File: config.mk
export PLATFORM = sky130hd
export DESIGN_NAME = eats_seq
export DESIGN_NICKNAME = d
export VERILOG_FILES = /design/src/eats_pkg.sv /design/src/eats_rom.sv /design/src/eats_adj.sv /design/src/eats_seq.sv
export SDC_FILE = /design/constraint.sdc
export NUM_CORES = 1
export LEC_CHECK = 0
export BUFFER_PORTS_ARGS = -buffer_cell sky130_fd_sc_hd__buf_2
export CORE_ASPECT_RATIO = 0.8
export CORE_MARGIN = 4
export CORE_UTILIZATION = 50
export CTS_CLUSTER_SIZE = 8
export DETAILED_ROUTE_END_ITERATION = 8
export PLACE_DENSITY = 0.73
export SYNTH_ARGS = -nofsm -noshare
export SYNTH_HDL_FRONTEND = slang
export SYNTH_SLANG_ARGS = --single-unit
File: constraint.sdc
create_clock -name mclk -period 6.95 [get_ports mclk]
set_input_delay 0 -clock mclk [delete_from_list [all_inputs] [get_ports mclk]]
set_output_delay 0 -clock mclk [all_outputs]
set_load 0.01 [all_outputs]
File: src/eats_pkg.sv
// Purpose: Shared types and constants for the effective-address timing sequencer
// Assumes: Core clock mclk at 10 MHz; baseline bus access of two clocks
package eats_pkg;

  localparam logic [3:0] EATS_BASE_BUS_CLKS = 4'h2;
  localparam logic [1:0] EATS_LONG_READS    = 2'h2;
  localparam logic [1:0] EATS_SHORT_READS   = 2'h1;
  localparam logic [7:0] EATS_LONG_ADD      = 8'h02;

  localparam int unsigned EATS_CLK_NS      = 100;
  localparam int unsigned EATS_EXT_HOLD_NS = 100;
  localparam int unsigned EATS_EXT_HOLD_CYC =
    (EATS_EXT_HOLD_NS + EATS_CLK_NS - 1) / EATS_CLK_NS;

  typedef enum logic [4:0] {
    EATS_DN, EATS_AN, EATS_IND, EATS_POSTINC, EATS_PREDEC,
    EATS_D16, EATS_ABSW, EATS_ABSL, EATS_IMMB, EATS_IMMW, EATS_IMML,
    EATS_D8X, EATS_FULL_NONE, EATS_FULL_D16, EATS_FULL_D32,
    EATS_FULL_AN, EATS_FULL_X, EATS_FULL_ANX, EATS_FULL_D16AN,
    EATS_FULL_D32AN, EATS_FULL_D16ANX, EATS_FULL_D32ANX
  } eats_mode_e;

  typedef struct packed {
    logic [4:0]        head;
    logic signed [6:0] tail;
    logic [6:0]        cycles;
    logic [1:0]        reads;
    logic [1:0]        fetches;
    logic [1:0]        writes;
  } eats_fig_s;

  localparam eats_fig_s EATS_FIG_RST = '0;

  typedef struct packed {
    eats_mode_e mode;
    logic       calc;
    logic       long_op;
    logic       base_pc;
    logic [3:0] bus_clks;
    logic       ext_imm;
    logic       ext_long;
  } eats_req_s;

  typedef enum logic [3:0] {
    EATS_IDLE = 4'h1,
    EATS_WAIT = 4'h2,
    EATS_ADJ  = 4'h4,
    EATS_DONE = 4'h8
  } eats_state_e;

endpackage : eats_pkg

File: src/eats_rom.sv
// Purpose: Baseline head, tail and clock figures per addressing mode
// Assumes: Two-clock bus, word operand; read count 1 stands for one operand read
// Notes: Purely combinational lookup
`timescale 1ns/10ps
`default_nettype none
module eats_rom
  import eats_pkg::*;
(
  // Lookup
  input  wire eats_mode_e mode,
  input  wire logic       calc,
  // Figures
  output var eats_fig_s   fig
);

  function automatic eats_fig_s mk(input int h, input int t, input int c,
                                   input int r, input int p);
    eats_fig_s f;
    f.head    = 5'(h);
    f.tail    = 7'(t);
    f.cycles  = 7'(c);
    f.reads   = 2'(r);
    f.fetches = 2'(p);
    f.writes  = 2'h0;
    return f;
  endfunction : mk

  // Index size and scale are not inputs at all, so they cannot move a figure
  // Base register or PC share one mode code
  // Calculate rows drop the operand read from tail and total
  always_comb begin
    fig = EATS_FIG_RST;
    case (mode)
      EATS_IND:         fig = calc ? mk(1, 0, 2, 0, 0) : mk(1, 1, 3, 1, 0);
      EATS_POSTINC:     fig = calc ? mk(1, 0, 2, 0, 0) : mk(1, 1, 3, 1, 0);
      EATS_PREDEC:      fig = calc ? mk(2, 0, 2, 0, 0) : mk(2, 2, 4, 1, 0);
      EATS_D16:         fig = calc ? mk(1, 1, 3, 0, 1) : mk(1, 3, 5, 1, 1);
      EATS_ABSW:        fig = calc ? mk(1, 1, 3, 0, 1) : mk(1, 3, 5, 1, 1);
      EATS_ABSL:        fig = calc ? mk(1, 3, 5, 0, 2) : mk(1, 5, 7, 1, 2);
      EATS_IMMB:        fig = mk(1, 1, 3, 0, 1);
      EATS_IMMW:        fig = mk(1, 1, 3, 0, 1);
      EATS_IMML:        fig = mk(1, 3, 5, 0, 2);
      EATS_D8X:         fig = calc ? mk(4, 0, 6, 0, 1) : mk(4, 2, 8, 1, 1);
      EATS_FULL_NONE:   fig = calc ? mk(2, 0, 4, 0, 1) : mk(2, 2, 6, 1, 1);
      EATS_FULL_D16:    fig = calc ? mk(1, 1, 5, 0, 2) : mk(1, 3, 7, 1, 2);
      EATS_FULL_D32:    fig = calc ? mk(1, 3, 7, 0, 3) : mk(1, 5, 9, 1, 3);
      EATS_FULL_AN:     fig = calc ? mk(1, 0, 4, 0, 1) : mk(1, 1, 5, 1, 1);
      EATS_FULL_X:      fig = calc ? mk(4, 0, 6, 0, 1) : mk(4, 2, 8, 1, 1);
      EATS_FULL_ANX:    fig = calc ? mk(4, 0, 6, 0, 1) : mk(4, 2, 8, 1, 1);
      EATS_FULL_D16AN:  fig = calc ? mk(1, 1, 5, 0, 2) : mk(1, 3, 7, 1, 2);
      EATS_FULL_D32AN:  fig = calc ? mk(1, 3, 7, 0, 3) : mk(1, 5, 9, 1, 3);
      EATS_FULL_D16ANX: fig = calc ? mk(2, 0, 6, 0, 2) : mk(2, 2, 8, 1, 2);
      EATS_FULL_D32ANX: fig = calc ? mk(1, 1, 7, 0, 3) : mk(1, 3, 9, 1, 3);
      default:          fig = EATS_FIG_RST;
    endcase
  end

endmodule : eats_rom
`default_nettype wire

File: src/eats_adj.sv
// Purpose: Adjust baseline figures for operand length and bus speed
// Assumes: bus_clks is clocks per access, never below two in practice
// Notes: Purely combinational
`timescale 1ns/10ps
`default_nettype none
module eats_adj
  import eats_pkg::*;
(
  // Baseline
  input  wire eats_fig_s  base,
  input  wire logic       long_op,
  input  wire logic [3:0] bus_clks,
  // Adjusted
  output var eats_fig_s   fig
);

  logic [3:0] extra;
  logic [1:0] reads;
  logic [7:0] rd_extra;
  logic [7:0] pf_extra;
  logic [7:0] tail_w;
  logic [7:0] cyc_w;
  logic [7:0] head_w;

  always_comb begin
    extra = (bus_clks > EATS_BASE_BUS_CLKS) ? bus_clks - EATS_BASE_BUS_CLKS : 4'h0;
    reads = base.reads;
    if (base.reads != 2'h0) begin
      reads = long_op ? EATS_LONG_READS : EATS_SHORT_READS;
    end
    rd_extra = 8'(reads) * 8'(extra);
    pf_extra = 8'(base.fetches) * 8'(extra);
    head_w   = 8'(base.head);
    tail_w   = 8'(base.tail) + rd_extra;
    cyc_w    = 8'(base.cycles) + rd_extra;
    if (long_op && (base.reads != 2'h0)) begin
      tail_w = tail_w + EATS_LONG_ADD;
      cyc_w  = cyc_w + EATS_LONG_ADD;
    end
    // Head soaks up slow prefetches first, then the rest spills past it
    if (head_w >= pf_extra) begin
      head_w = head_w - pf_extra;
    end else begin
      tail_w = tail_w + (pf_extra - head_w);
      cyc_w  = cyc_w + (pf_extra - head_w);
      head_w = 8'h00;
    end
    fig         = base;
    fig.reads   = reads;
    fig.head    = head_w[4:0];
    fig.tail    = tail_w[6:0];
    fig.cycles  = cyc_w[6:0];
  end

endmodule : eats_adj
`default_nettype wire

File: src/eats_seq.sv
// Purpose: Effective-address timing sequencer top; figures, overlaps and start permits
// Assumes: Decode holds req until req_ready; neighbour head and tail are stable with req
// Notes: One request in flight; report lasts one cycle with rpt_valid
`timescale 1ns/10ps
`default_nettype none
module eats_seq
  import eats_pkg::*;
(
  // Clock and reset
  input  wire logic        mclk,
  input  wire logic        reset_n,
  // Request from decode
  input  wire logic        req_valid,
  input  wire eats_req_s   req,
  output logic             req_ready,
  // Neighbouring operations
  input  wire logic [4:0]  next_head,
  input  wire logic signed [6:0] prev_tail,
  // Extension word presence in the pipe
  input  wire logic        ext_word_valid,
  // Report to the scheduler
  output logic             rpt_valid,
  output var eats_fig_s    rpt,
  output logic             rpt_base_pc,
  output logic [4:0]       ov_prev,
  output logic [4:0]       ov_next,
  output logic [7:0]       total_clks,
  output logic             prefetch_early,
  output logic             ext_wait
);

  eats_state_e state_r;
  eats_state_e state_nxt;

  eats_req_s   req_r;
  logic [4:0]  next_head_r;
  logic signed [6:0] prev_tail_r;

  eats_fig_s   base_fig;
  eats_fig_s   adj_fig;

  logic        ext_held_r;
  logic        ext_need;
  logic        ext_need_in;
  logic        ext_ok;
  logic        take;

  logic [6:0]  prev_pos;
  logic [4:0]  ov_in;
  logic [4:0]  ov_out;
  logic [7:0]  sum_ov;
  logic [7:0]  total_w;

  // Baseline lookup
  eats_rom u_rom (
    .mode (req_r.mode),
    .calc (req_r.calc),
    .fig  (base_fig)
  );

  // Length and bus-speed adjustment
  eats_adj u_adj (
    .base     (base_fig),
    .long_op  (req_r.long_op),
    .bus_clks (req_r.bus_clks),
    .fig      (adj_fig)
  );

  assign take = req_valid && (state_r == EATS_IDLE);

  // Long offsets and displacements never wait for the pipe
  assign ext_need = req_r.ext_imm && !req_r.ext_long;

  // On the take edge the held copy is still the last request's, so look at the live one
  assign ext_need_in = take ? (req.ext_imm && !req.ext_long) : ext_need;

  // Word must have sat one full cycle before start
  assign ext_ok = ext_word_valid && ext_held_r;

  // Next-state logic
  always_comb begin
    state_nxt = state_r;
    case (state_r)
      EATS_IDLE: begin
        if (req_valid) begin
          state_nxt = EATS_WAIT;
        end
      end
      EATS_WAIT: begin
        if (!ext_need || ext_ok) begin
          state_nxt = EATS_ADJ;
        end
      end
      EATS_ADJ: begin
        state_nxt = EATS_DONE;
      end
      EATS_DONE: begin
        state_nxt = EATS_IDLE;
      end
      default: begin
        state_nxt = EATS_IDLE;
      end
    endcase
  end

  // State register
  always_ff @(posedge mclk or negedge reset_n) begin
    if (!reset_n) begin
      state_r <= EATS_IDLE;
    end else begin
      state_r <= state_nxt;
    end
  end

  // Request capture
  always_ff @(posedge mclk or negedge reset_n) begin
    if (!reset_n) begin
      req_r       <= '0;
      next_head_r <= 5'h00;
      prev_tail_r <= 7'sh00;
    end else if (take) begin
      req_r       <= req;
      next_head_r <= next_head;
      prev_tail_r <= prev_tail;
    end
  end

  // Ready only while idle; it drops on the edge that takes a request
  always_ff @(posedge mclk or negedge reset_n) begin
    if (!reset_n) begin
      req_ready <= 1'b1;
    end else begin
      req_ready <= (state_nxt == EATS_IDLE);
    end
  end

  // Extension word residency; a drop of the word restarts the count
  always_ff @(posedge mclk or negedge reset_n) begin
    if (!reset_n) begin
      ext_held_r <= 1'b0;
    end else if (state_r == EATS_WAIT) begin
      ext_held_r <= ext_word_valid;
    end else begin
      ext_held_r <= 1'b0;
    end
  end

  // Waiting flag for the decode pipeline
  always_ff @(posedge mclk or negedge reset_n) begin
    if (!reset_n) begin
      ext_wait <= 1'b0;
    end else begin
      ext_wait <= (state_nxt == EATS_WAIT) && ext_need_in && !ext_ok;
    end
  end

  // Overlap arithmetic
  always_comb begin
    // Negative tails count as zero clocks of write
    prev_pos = prev_tail_r[6] ? 7'h00 : prev_tail_r;
    // Trailing write hides under the head; free when head covers it
    if (prev_pos > 7'(adj_fig.head)) begin
      ov_in = adj_fig.head;
    end else begin
      ov_in = prev_pos[4:0];
    end
    // Read and replacement fetches run under the next head by the tail
    if (next_head_r == 5'h00) begin
      ov_out = 5'h00;
    end else if (adj_fig.tail[6]) begin
      ov_out = 5'h00;
    end else if (7'(next_head_r) > adj_fig.tail) begin
      ov_out = adj_fig.tail[4:0];
    end else begin
      ov_out = next_head_r;
    end
    sum_ov = 8'(ov_in) + 8'(ov_out);
    // Saturate rather than wrap if a neighbour claims more than the total
    if (8'(adj_fig.cycles) > sum_ov) begin
      total_w = 8'(adj_fig.cycles) - sum_ov;
    end else begin
      total_w = 8'h00;
    end
  end

  // Report figures
  always_ff @(posedge mclk or negedge reset_n) begin
    if (!reset_n) begin
      rpt <= EATS_FIG_RST;
    end else if (state_r == EATS_ADJ) begin
      rpt <= adj_fig;
    end
  end

  // Report the base choice; figures are the same either way
  always_ff @(posedge mclk or negedge reset_n) begin
    if (!reset_n) begin
      rpt_base_pc <= 1'b0;
    end else if (state_r == EATS_ADJ) begin
      rpt_base_pc <= req_r.base_pc;
    end
  end

  // Overlap results
  always_ff @(posedge mclk or negedge reset_n) begin
    if (!reset_n) begin
      ov_prev    <= 5'h00;
      ov_next    <= 5'h00;
      total_clks <= 8'h00;
    end else if (state_r == EATS_ADJ) begin
      ov_prev    <= ov_in;
      ov_next    <= ov_out;
      total_clks <= total_w;
    end
  end

  // Early prefetch permit behind a negative tail
  always_ff @(posedge mclk or negedge reset_n) begin
    if (!reset_n) begin
      prefetch_early <= 1'b0;
    end else if (take) begin
      prefetch_early <= prev_tail[6];
    end else if (state_r == EATS_DONE) begin
      prefetch_early <= 1'b0;
    end
  end

  // Report strobe, one cycle
  always_ff @(posedge mclk or negedge reset_n) begin
    if (!reset_n) begin
      rpt_valid <= 1'b0;
    end else begin
      rpt_valid <= (state_r == EATS_ADJ);
    end
  end

endmodule : eats_seq
`default_nettype wire

==> impl_results.md, run 1 <==
- Status: complete, but fails checks
- Failing checks: negative setup slack
- Antenna Nets Post-Route: 0
- IO Pins: 78
- Placer Congestion: 0.971
- I/O Buffers: 75
- Grt ovf: 0
- Placed cells: slightly below 1000
- Worst setup EP type: register
- Via count: 5760
- Most frequent CP cell: a21o_1
- Top_reg_cell synth: dfrtp_1
- Area grow syn2layout: 40.5%
- Yosys Warn Count: 0
- Critical path data arrival time: 7630 ps
- Initial DRC count: 450
- Multi-input logic area: between 4000 and 5000 um^2
- Clock buffer depth: 2
- Tmin final: 7440 ps
- H-tree levels: 3
- Post-synthesis sequential area ratio: 0.321
- Worst min-delay path category: input port to register
- Netlist Area Pre-Place: 5920 um^2
- DIE AREA: 13700 um^2
- FF+latch area: ~1900 um^2
- Pre-CTS setup slack: -545 ps
- Final hold vios: 0
- Worst setup startpoint: req_r[11]
- Chip Width: around 130 um
- Slew Limit Fails: 0
- Die H: 105 um
- Setup skew after layout: between 10 and 15 ps
- CP Data Required Time: 7150 ps
- Final worst setup slack: -486 ps
- Clk Tree Root Cell: clkbuf_16
- Post-synth cell types: 69
- Clock Latency Late Sink: 350 ps
- RSZ-0062 raised after global routing: yes
- Initial antenna violation count: 0
- Cells after Synth: 667
- Number of flops mapped to enable cells by yosys: 0
- DR pass1 iterations: 5
- Setup CP Type: register to register
- First-pass GRT wire length: 27600 um
- Register bit total from synthesis: between 70 and 80
- Tot GR Track Use: 0.250
- # fillers: approximately 800
- Post-DP HPWL: 12000 um
- Vias per inst: between 5 and 6
- Tcrit/Tclk final: 1.07
- Leading post-synthesis cells by cell area: dfrtp_1 (31%), ha_1 (11%), mux2_2 (5.3%)
- Final Routed Wirelength: around 17000 um
- Final setup fails: 8
- Relative slew slack: 0.345
- Largest net degree at the start of global routing: 77
- R2r startpoint: req_r[11]
- Most frequent cell after synthesis: nand2_1
- TritonCTS clock tree: built
- Sink Count: 76
- Crit path max fanout: 5
- Number of global-route vias before repair: 5787
- Worst hold start: req_valid
- Layout cells sized above 1: 0.381
- Commonest cells post-synth: nand2_1 (84), dfrtp_1 (74), ha_1 (53), nor2_1 (53), inv_1 (43)
- Slew @ Worst Pin: 983 ps
- Critical path's largest stage delay: 580 ps
- Maxcap violations: 0
- Synth Area per Inst: 8.88 um^2
- Routed WL per cell: roughly 17 um
- FMAX: ~0.13 GHz
- Nets: 983
- Starting Density: 0.512
- Area leader, netlist: dfrtp_1
- Share of the synthesized area in the top cell type: 0.313
- Core area: 11600 um^2
- Ys async rst share: 1.00
- Ant diodes: 0
- Num CTS Buffers: 9
- Final std cells w/o fill: 1043
- Register clock-pin slew on the reported worst setup and hold paths: 70 ps
- Row count: 35
- DRC errors left: 0
- Crit path launch type: register
- Slowest cell on crit path: fa_1
[cells by family after synthesis]
family | share of synthesized area
simple gates | 0.170
xor+xnor | 0.0610
flops | 0.321
compound gates | 0.174
fa+ha+maj | 0.146
mux | 0.0707
buf+inv | 0.0564
other cells | 0.000633
[registers in the layout, summed over array words and instances, names as in the netlist]
register and count:
req_ready 1, prev_tail_r 7, ov_prev 5, rpt_valid 1, state_r 4, ext_held_r 1, ov_next 5, next_head_r 5
total_clks 8, prefetch_early 1, req_r 14, rpt_base_pc 1, rpt 22, ext_wait 1
[stage by stage]
step | util | hold WS (ps) | cell area, um^2 | TNS (ps)
finish | 0.720 | 63.7 | 8320 | -3070
global route | 0.720 | 90.1 | 8320 | -5950
CTS | 0.695 | 54.3 | 8040 | -1500
detailed placement | 0.626 | 216 | 7230 | -3380
global placement | 0.626 | 200 | 7230 | -1040
floorplan | - | -296 | 6050 | -392
[path summary, 6_finish.rpt]
kind	end	slack (ps)	cells past startpoint
worst max-delay path	total_clks[2]	-490	36
worst min-delay path	prefetch_early	60	3
worst max register to register	total_clks[2]	-490	36
worst min register to register	total_clks[7]	460	2
max in group asynchronous	req_r[13]	5890	2
min in group asynchronous	rpt[5]	330	2
[cell type report]
type | count | area share
Sequential cell | 76 | 0.229
Inverter | 44 | 0.0198
Tap cell | 148 | 0.0222
Clock inverter | 5 | 0.00496
Multi-Input combinational cell | 513 | 0.482
Clock buffer | 11 | 0.0304
Timing Repair Buffer | 246 | 0.211
[routing by layer]
metal	track usage	up-vias	part of all wire
met3	0.0431	28	0.060
met5	0	-	0
met2	0.402	209	0.49
met4	0.0764	0	0.019
met1	0.344	2771	0.43
li1	-	2752	-
[critical path, delay by kind of cell (launching register included)]
family | cells | cell delay [ps]
buf+inv | 5 | 550
compound gates | 14 | 2080
xor+xnor | 2 | 420
simple gates | 7 | 1150
flops | 1 | 450
fa+ha+maj | 8 | 2620
[cells in the final DEF, fill, tap and decap left out, types with 5 or more instances in the layout]
cell,count
a21oi_2,6
dfrtp_1,71
xnor2_1,19
fa_1,7
nor2_1,46
o21bai_1,6
nand2_1,84
nor2_2,5
o21a_1,7
a31oi_1,5
or2_2,5
nor3_1,9
ha_4,5
nor2b_1,9
clkbuf_16,9
dlygate4sd3_1,28
o21ai_2,5
a21o_1,21
a21oi_1,34
nand3_1,9
nand2b_1,6
buf_4,139
ha_1,46
mux2_2,28
mux2i_1,5
inv_1,41
o21ai_0,35
xor2_1,13
buf_2,74
[timing repair]
| action | 4_1_cts | 5_1_grt |
|---|---|---|
| resized for setup | 20 | 33 |
| hold endpoints to repair | 103 | 0 |
| gates cloned | 0 | 0 |
| hold buffers | 28 | 0 |
| setup buffers | 22 | 15 |
| setup endpoints to repair | 8 | 8 |
| pin swaps | 28 | 42 |
Power of run 1 is left out: the tool's default activity adds up to more than one toggle a clock period on the data nets, which glitch-free logic cannot reach.
==> run 2, diff against run 1 <==
--- a/config.mk
+++ b/config.mk
@@ -5,6 +5,7 @@
 export SDC_FILE = /design/constraint.sdc
 export NUM_CORES = 1
 export LEC_CHECK = 0
+export ABC_AREA = 1
 export BUFFER_PORTS_ARGS = -buffer_cell sky130_fd_sc_hd__buf_2
 export CORE_ASPECT_RATIO = 0.8
 export CORE_MARGIN = 4
@@ -15,3 +16,4 @@
 export SYNTH_ARGS = -nofsm -noshare
 export SYNTH_HDL_FRONTEND = slang
 export SYNTH_SLANG_ARGS = --single-unit
+export TNS_END_PERCENT = 20
==> impl_results.md, run 2 <==
- I/O Buffers: 75 (unchanged)
- Final worst setup slack: -545 ps (-59.3 ps)
- Grt ovf: 0 (unchanged)
- Final hold vios: 0 (unchanged)
- FMAX: 0.133 GHz (-0.79%)
- Number of flops mapped to enable cells by yosys: 0 (unchanged)
- Netlist Area Pre-Place: 6210 um^2 (+4.8%)
- Sink Count: 76 (unchanged)
- Initial antenna violation count: 0 (unchanged)
- Crit path max fanout: 7 (+2)
- Layout cells sized above 1: 0.335 (-0.0461)
- Largest net degree at the start of global routing: 77 (unchanged)
- Most frequent cell after synthesis: nand2_1
- Chip Width: 133 um (+2.2%)
- First-pass GRT wire length: 30400 um (+10%)
- IO Pins: 78 (unchanged)
- Failing checks: negative setup slack
- Die H: 108 um (+2.2%)
- Num CTS Buffers: 9 (unchanged)
- Yosys Warn Count: 0 (unchanged)
- Leading post-synthesis cells by cell area: dfrtp_1 (30%), nand2_1 (15%), ha_1 (11%)
- Core area: 12200 um^2 (+5.2%)
- Status: complete, but fails checks
- Biggest regs: rpt (22), req_r (14), total_clks (8)
- Starting Density: 0.510 (-0.00216)
- Crit path launch type: register
- Most frequent CP cell: nand2_1
- Setup CP Type: register to register
- Pre-CTS setup slack: -370 ps (+174 ps)
- Routed WL per cell: 15.2 um (-8.5%)
- Post-DP HPWL: 12000 um (+0.65%)
- Clk Tree Root Cell: clkbuf_16
- Tcrit/Tclk final: 1.08 (+0.00853)
- Buf/Inv on CP: 9 (+4)
- Area leader, netlist: dfrtp_1
- Met1 Wirelength: 7990 um (+6.6%)
- Cells after Synth: 849 (+27%)
- RSZ-0062 raised after global routing: yes
- Slowest cell on crit path: fa_2
- Number of global-route vias before repair: 6549 (+13%)
- DRC errors left: 0 (unchanged)
- Register clock-pin slew on the reported worst setup and hold paths: 70 ps (about the same)
- Final setup fails: 9 (+1)
- Tot GR Track Use: 0.262 (+0.0118)
- Post-synthesis sequential area ratio: 0.307 (-0.0146)
- Final Routed Wirelength: 18900 um (+9.3%)
- Placer Congestion: 0.956 (-1.5%)
- Ys async rst share: 1.00 (unchanged)
- Slew Limit Fails: 0 (unchanged)
- Final Core Density: 0.713 (-0.00674)
- Setup skew after layout: 10.2 ps (-2.34 ps)
- Synth Area per Inst: 7.31 um^2 (-18%)
- Row count: 36 (+2.9%)
- Critical path data arrival time: 7780 ps (+150 ps)
- Commonest cells post-synth: nand2_1 (249), inv_1 (108), dfrtp_1 (74)
- Most flops, register: rpt
- Relative slew slack: 0.363 (+0.0178)
- Top_reg_cell synth: dfrtp_1
- Worst min-delay path category: input port to register
- Tmin final: 7500 ps (+59.3 ps)
- Area grow syn2layout: 39.8%
- Vias per inst: 5.28 (-4.5%)
- Max reg flops: 22 (unchanged)
- H-tree levels: 3 (unchanged)
- Maxcap violations: 0 (unchanged)
- Critical path's largest stage delay: 470 ps (-110 ps)
- Register bit total from synthesis: 76 (unchanged)
- Met3 WL post-DR: 1600 um (+53%)
- Met2 wire len: 8580 um (+1.7%)
- Clock Latency Late Sink: 350 ps (about the same)
- Most frequent cells in the layout: nand2_1 (237), buf_4 (142), inv_1 (104), buf_2 (74), dfrtp_1 (70)
- Share of the synthesized area in the top cell type: 0.298 (-0.0142)
- TritonCTS clock tree: built
- Via count: 6569 (+14%)
- Clock buffer depth: 2 (unchanged)
- Max layer used: met4
- Initial DRC count: 435 (-3.3%)
- Most common cell after layout, fill and taps aside: nand2_1
- Worst setup EP type: register
- Nets: 1181 (+20%)
- Antenna Nets Post-Route: 0 (unchanged)
- Slew @ Worst Pin: 956 ps (-26.7 ps)
- CP top delay family: simple AND/OR/NAND/NOR gates
- Ant diodes: 0 (unchanged)
- CP Data Required Time: 7230 ps (+80 ps)
- DR pass1 iterations: 5 (unchanged)
- DIE AREA: 14300 um^2 (+4.4%)
- Post-synth cell types: 53 (-23%)
## run 2: worst paths after layout
path                           start       endpoint  slack, ps  cells after the start
setup / recovery           req_r[13]  total_clks[7]       -550                     49
hold / removal             req_valid       req_r[5]         50                      4
setup reg to reg           req_r[13]  total_clks[7]       -550                     49
hold reg to reg               rpt[7]         rpt[7]        470                      2
max in group asynchronous    reset_n      req_r[11]       5920                      2
min in group asynchronous    reset_n         rpt[3]        320                      2
## run 2: through the flow
step                TNS (ps)  hold WS, ps  cell area, um^2  instances
CTS                     -674         45.4             8510       1239
detailed placement     -2660          207             7420       1151
finish                 -4420         47.9             8670       1245
floorplan                  0         -296             6240        850
global route           -7260         51.8             8670       1245
global placement       -1660          198             7420       1151
## run 2: cells by family after synthesis
family	after synthesis	synth area share
compound gates	116	0.108
flops	76	0.307
simple gates	421	0.308
fa+ha+maj	63	0.139
other cells	1	0.000604
buf+inv	145	0.0950
xor+xnor	27	0.0423
## run 2: area by class of cell
type                            instances  area, um^2
Timing Repair Buffer                  249        1770
Inverter                              123         469
Clock buffer                            9         225
Clock inverter                          7        57.6
Sequential cell                        76        1910
Tap cell                              152         190
Fill cell                             896        3490
Multi-Input combinational cell        629        4050
## run 2: worst reg2reg max path, delay by kind of cell (launching register included)
family | cells | cell delay, ps
xor gates and xnor gates | 2 | 320
DFF | 1 | 440
AOI/OAI and AO/OA | 5 | 1150
and+or+nand+nor | 26 | 2370
buffers and inverters | 9 | 1050
adders and majority gates | 7 | 2100
## run 2: timing repair
item | 4_1_cts | 5_1_grt
hold buffers | 28 | 0
pin swaps | 39 | 15
gates resized for setup | 52 | 25
endpoints found under the hold margin | 103 | 0
endpoints found under the setup margin | 8 | 9
setup buffers | 44 | 6
## run 2: layer usage
layer  GRT usage  up-vias
met3      0.0584       71
met5           0        -
met2       0.424      284
li1            -     3200
met4      0.0979        0
met1       0.345     3014
Power of run 2 is left out for the same reason.
==> run 3, diff against run 2 <==
--- a/config.mk
+++ b/config.mk
@@ -7,12 +7,14 @@
 export LEC_CHECK = 0
 export ABC_AREA = 1
 export BUFFER_PORTS_ARGS = -buffer_cell sky130_fd_sc_hd__buf_2
+export CELL_PAD_IN_SITES_DETAIL_PLACEMENT = 0
+export CELL_PAD_IN_SITES_GLOBAL_PLACEMENT = 1
 export CORE_ASPECT_RATIO = 0.8
 export CORE_MARGIN = 4
-export CORE_UTILIZATION = 50
+export CORE_UTILIZATION = 39
 export CTS_CLUSTER_SIZE = 8
 export DETAILED_ROUTE_END_ITERATION = 8
-export PLACE_DENSITY = 0.73
+export PLACE_DENSITY_LB_ADDON = 0.1
 export SYNTH_ARGS = -nofsm -noshare
 export SYNTH_HDL_FRONTEND = slang
 export SYNTH_SLANG_ARGS = --single-unit
==> impl_results.md, run 3 (synthesis gave the netlist of run 2 again) <==
- Status: complete, but fails checks
- Failing checks: negative setup slack
- Crit path max fanout: 5 (-2)
- Via count: 6144 (-6.5%)
- Worst min-delay path category: input port to asynchronous set/reset pin
- Final hold vios: 0 (unchanged)
- Reg2Reg Capture Point: total_clks[6]
- Fin Hold WS: 40.4 ps (-7.54 ps)
- IO Pins: 78 (unchanged)
- Final setup fails: 8 (-1)
- Slowest cell on crit path: fa_2
- Most common cell after layout, fill and taps aside: nand2_1
- Slew @ Worst Pin: 808 ps (-148 ps)
- RSZ-0062 raised after global routing: yes
- Tot GR Track Use: 0.205 (-0.0563)
- I/O Buffers: 75 (unchanged)
- Worst setup EP type: register
- DP Area: 7650 um^2 (+3.1%)
- CP Data Required Time: 7220 ps (about the same)
- Most frequent CP cell: nand2_2
- Setup skew after layout: 19.7 ps (+9.51 ps)
- Starting Density: 0.405 (-0.105)
- Chip Width: 149 um (+12%)
- Setup CP Type: register to register
- Grt ovf: 0 (unchanged)
- Relative slew slack: 0.461 (+0.0988)
- Sink Count: 76 (unchanged)
- Max reg flops: 22 (unchanged)
- R2r startpoint: req_r[10]
- Antenna Nets Post-Route: 0 (unchanged)
- DR pass1 iterations: 4 (-1)
- Critical path data arrival time: 7490 ps (-290 ps)
- Slew Limit Fails: 0 (unchanged)
- Num CTS Buffers: 9 (unchanged)
- Critical path's largest stage delay: 570 ps (+100 ps)
- Biggest regs: rpt (22), req_r (14), total_clks (8)
- DRC errors left: 0 (unchanged)
- FMAX: 0.138 GHz (+3.8%)
- Number of global-route vias before repair: 6197 (-5.4%)
- # fillers: 1493 (+67%)
- DIE AREA: 18000 um^2 (+26%)
- Register clock-pin slew on the reported worst setup and hold paths: 70 ps (about the same)
- Crit path launch type: register
- Row count: 40 (+11%)
- Layout cells sized above 1: 0.329 (-0.00583)
- Area grow syn2layout: 40.2%
- Clock buffer depth: 2 (unchanged)
- Nets: 1173 (-0.68%)
- Final Routed Wirelength: 17900 um (-5.4%)
- Routed WL per cell: 13.8 um (-9.1%)
- Tcrit/Tclk final: 1.04 (-0.0395)
- Final setup TNS: -1600 ps (+2820 ps)
- Initial antenna violation count: 0 (unchanged)
- Die H: 121 um (+12%)
- Design Area, Final: 8700 um^2 (+0.30%)
- Maxcap violations: 0 (unchanged)
- Clk Tree Root Cell: clkbuf_16
- Largest net degree at the start of global routing: 64 (-17%)
- Post-DP HPWL: 13900 um (+16%)
- TritonCTS clock tree: built
- H-tree levels: 3 (unchanged)
- R2r setup slk: -270 ps (+270 ps)
- Tmin final: 7220 ps (-274 ps)
- Final worst setup slack: -271 ps (+274 ps)
- Ant diodes: 0 (unchanged)
- Core area: 15300 um^2 (+26%)
- First-pass GRT wire length: 29900 um (-1.5%)
- Initial DRC count: 217 (-50%)
- Placer Congestion: 0.842 (-12%)
- Worst r2r path cells: 46 (-6.1%)
- Most frequent cells in the layout: nand2_1 (233), buf_4 (138), inv_1 (101), buf_2 (74), dfrtp_1 (70)
- Most flops, register: rpt
- Vias per inst: 4.74 (-10%)
- Worst setup startpoint: req_r[10]
- Clock Latency Late Sink: 360 ps (about the same)
==> run 3: final cells by class <==
type | instances | area, um^2 | area share
tap | 210 | 263 | 0.0302
multi-input combinational | 629 | 4060 | 0.467
inverter | 123 | 469 | 0.0539
clock inverter | 7 | 65.1 | 0.00748
timing repair buffer | 241 | 1710 | 0.196
clock buffer | 9 | 225 | 0.0259
sequential | 76 | 1910 | 0.219
==> run 3: per-layer routing <==
| metal | global-route usage | vias up | wire (um) |
|---|---|---|---|
| li1 | - | 3169 | - |
| met1 | 0.283 | 2863 | 8730 |
| met4 | 0.0457 | 0 | 171 |
| met2 | 0.338 | 100 | 8300 |
| met3 | 0.0367 | 12 | 671 |
| met5 | 0 | - | 0 |
==> run 3: how the worst max path moves through the flow <==
stage / to / depth (start not counted)
global route: total_clks[7] / 49
floorplan: total_clks[0] / 46
finish: total_clks[6] / 46
global placement: total_clks[1] / 43
CTS: total_clks[7] / 49
detailed placement: total_clks[2] / 43
==> run 3: what timing repair did <==
| action | 4_1_cts | 5_1_grt |
|---|---|---|
| setup buffers | 12 | 9 |
| pin swaps | 11 | 34 |
| hold endpoints to repair | 42 | 0 |
| gates resized for setup | 31 | 46 |
| hold buffers | 28 | 0 |
| setup endpoints to repair | 8 | 8 |
==> run 3: worst max-delay path, delay by kind of cell, from the launching register on <==
kind                       cells  cell delay [ps]
AOI/OAI and AO/OA             10             1400
adders and majority gates      8             2450
buffers and inverters          8              790
DFF                            1              470
xor gates and xnor gates       3              470
and+or+nand+nor               17             1550
==> run 3: through the flow <==
step                      utilization  setup WS, ps  std cells
final                           0.568          -271       1295
after global routing            0.568          -678       1295
after CTS                       0.549          -224       1286
after detailed placement        0.499          -657       1230
after global placement          0.499          -404       1230
after floorplan                     -          11.3        850
Power of run 3 is left out for the same reason.
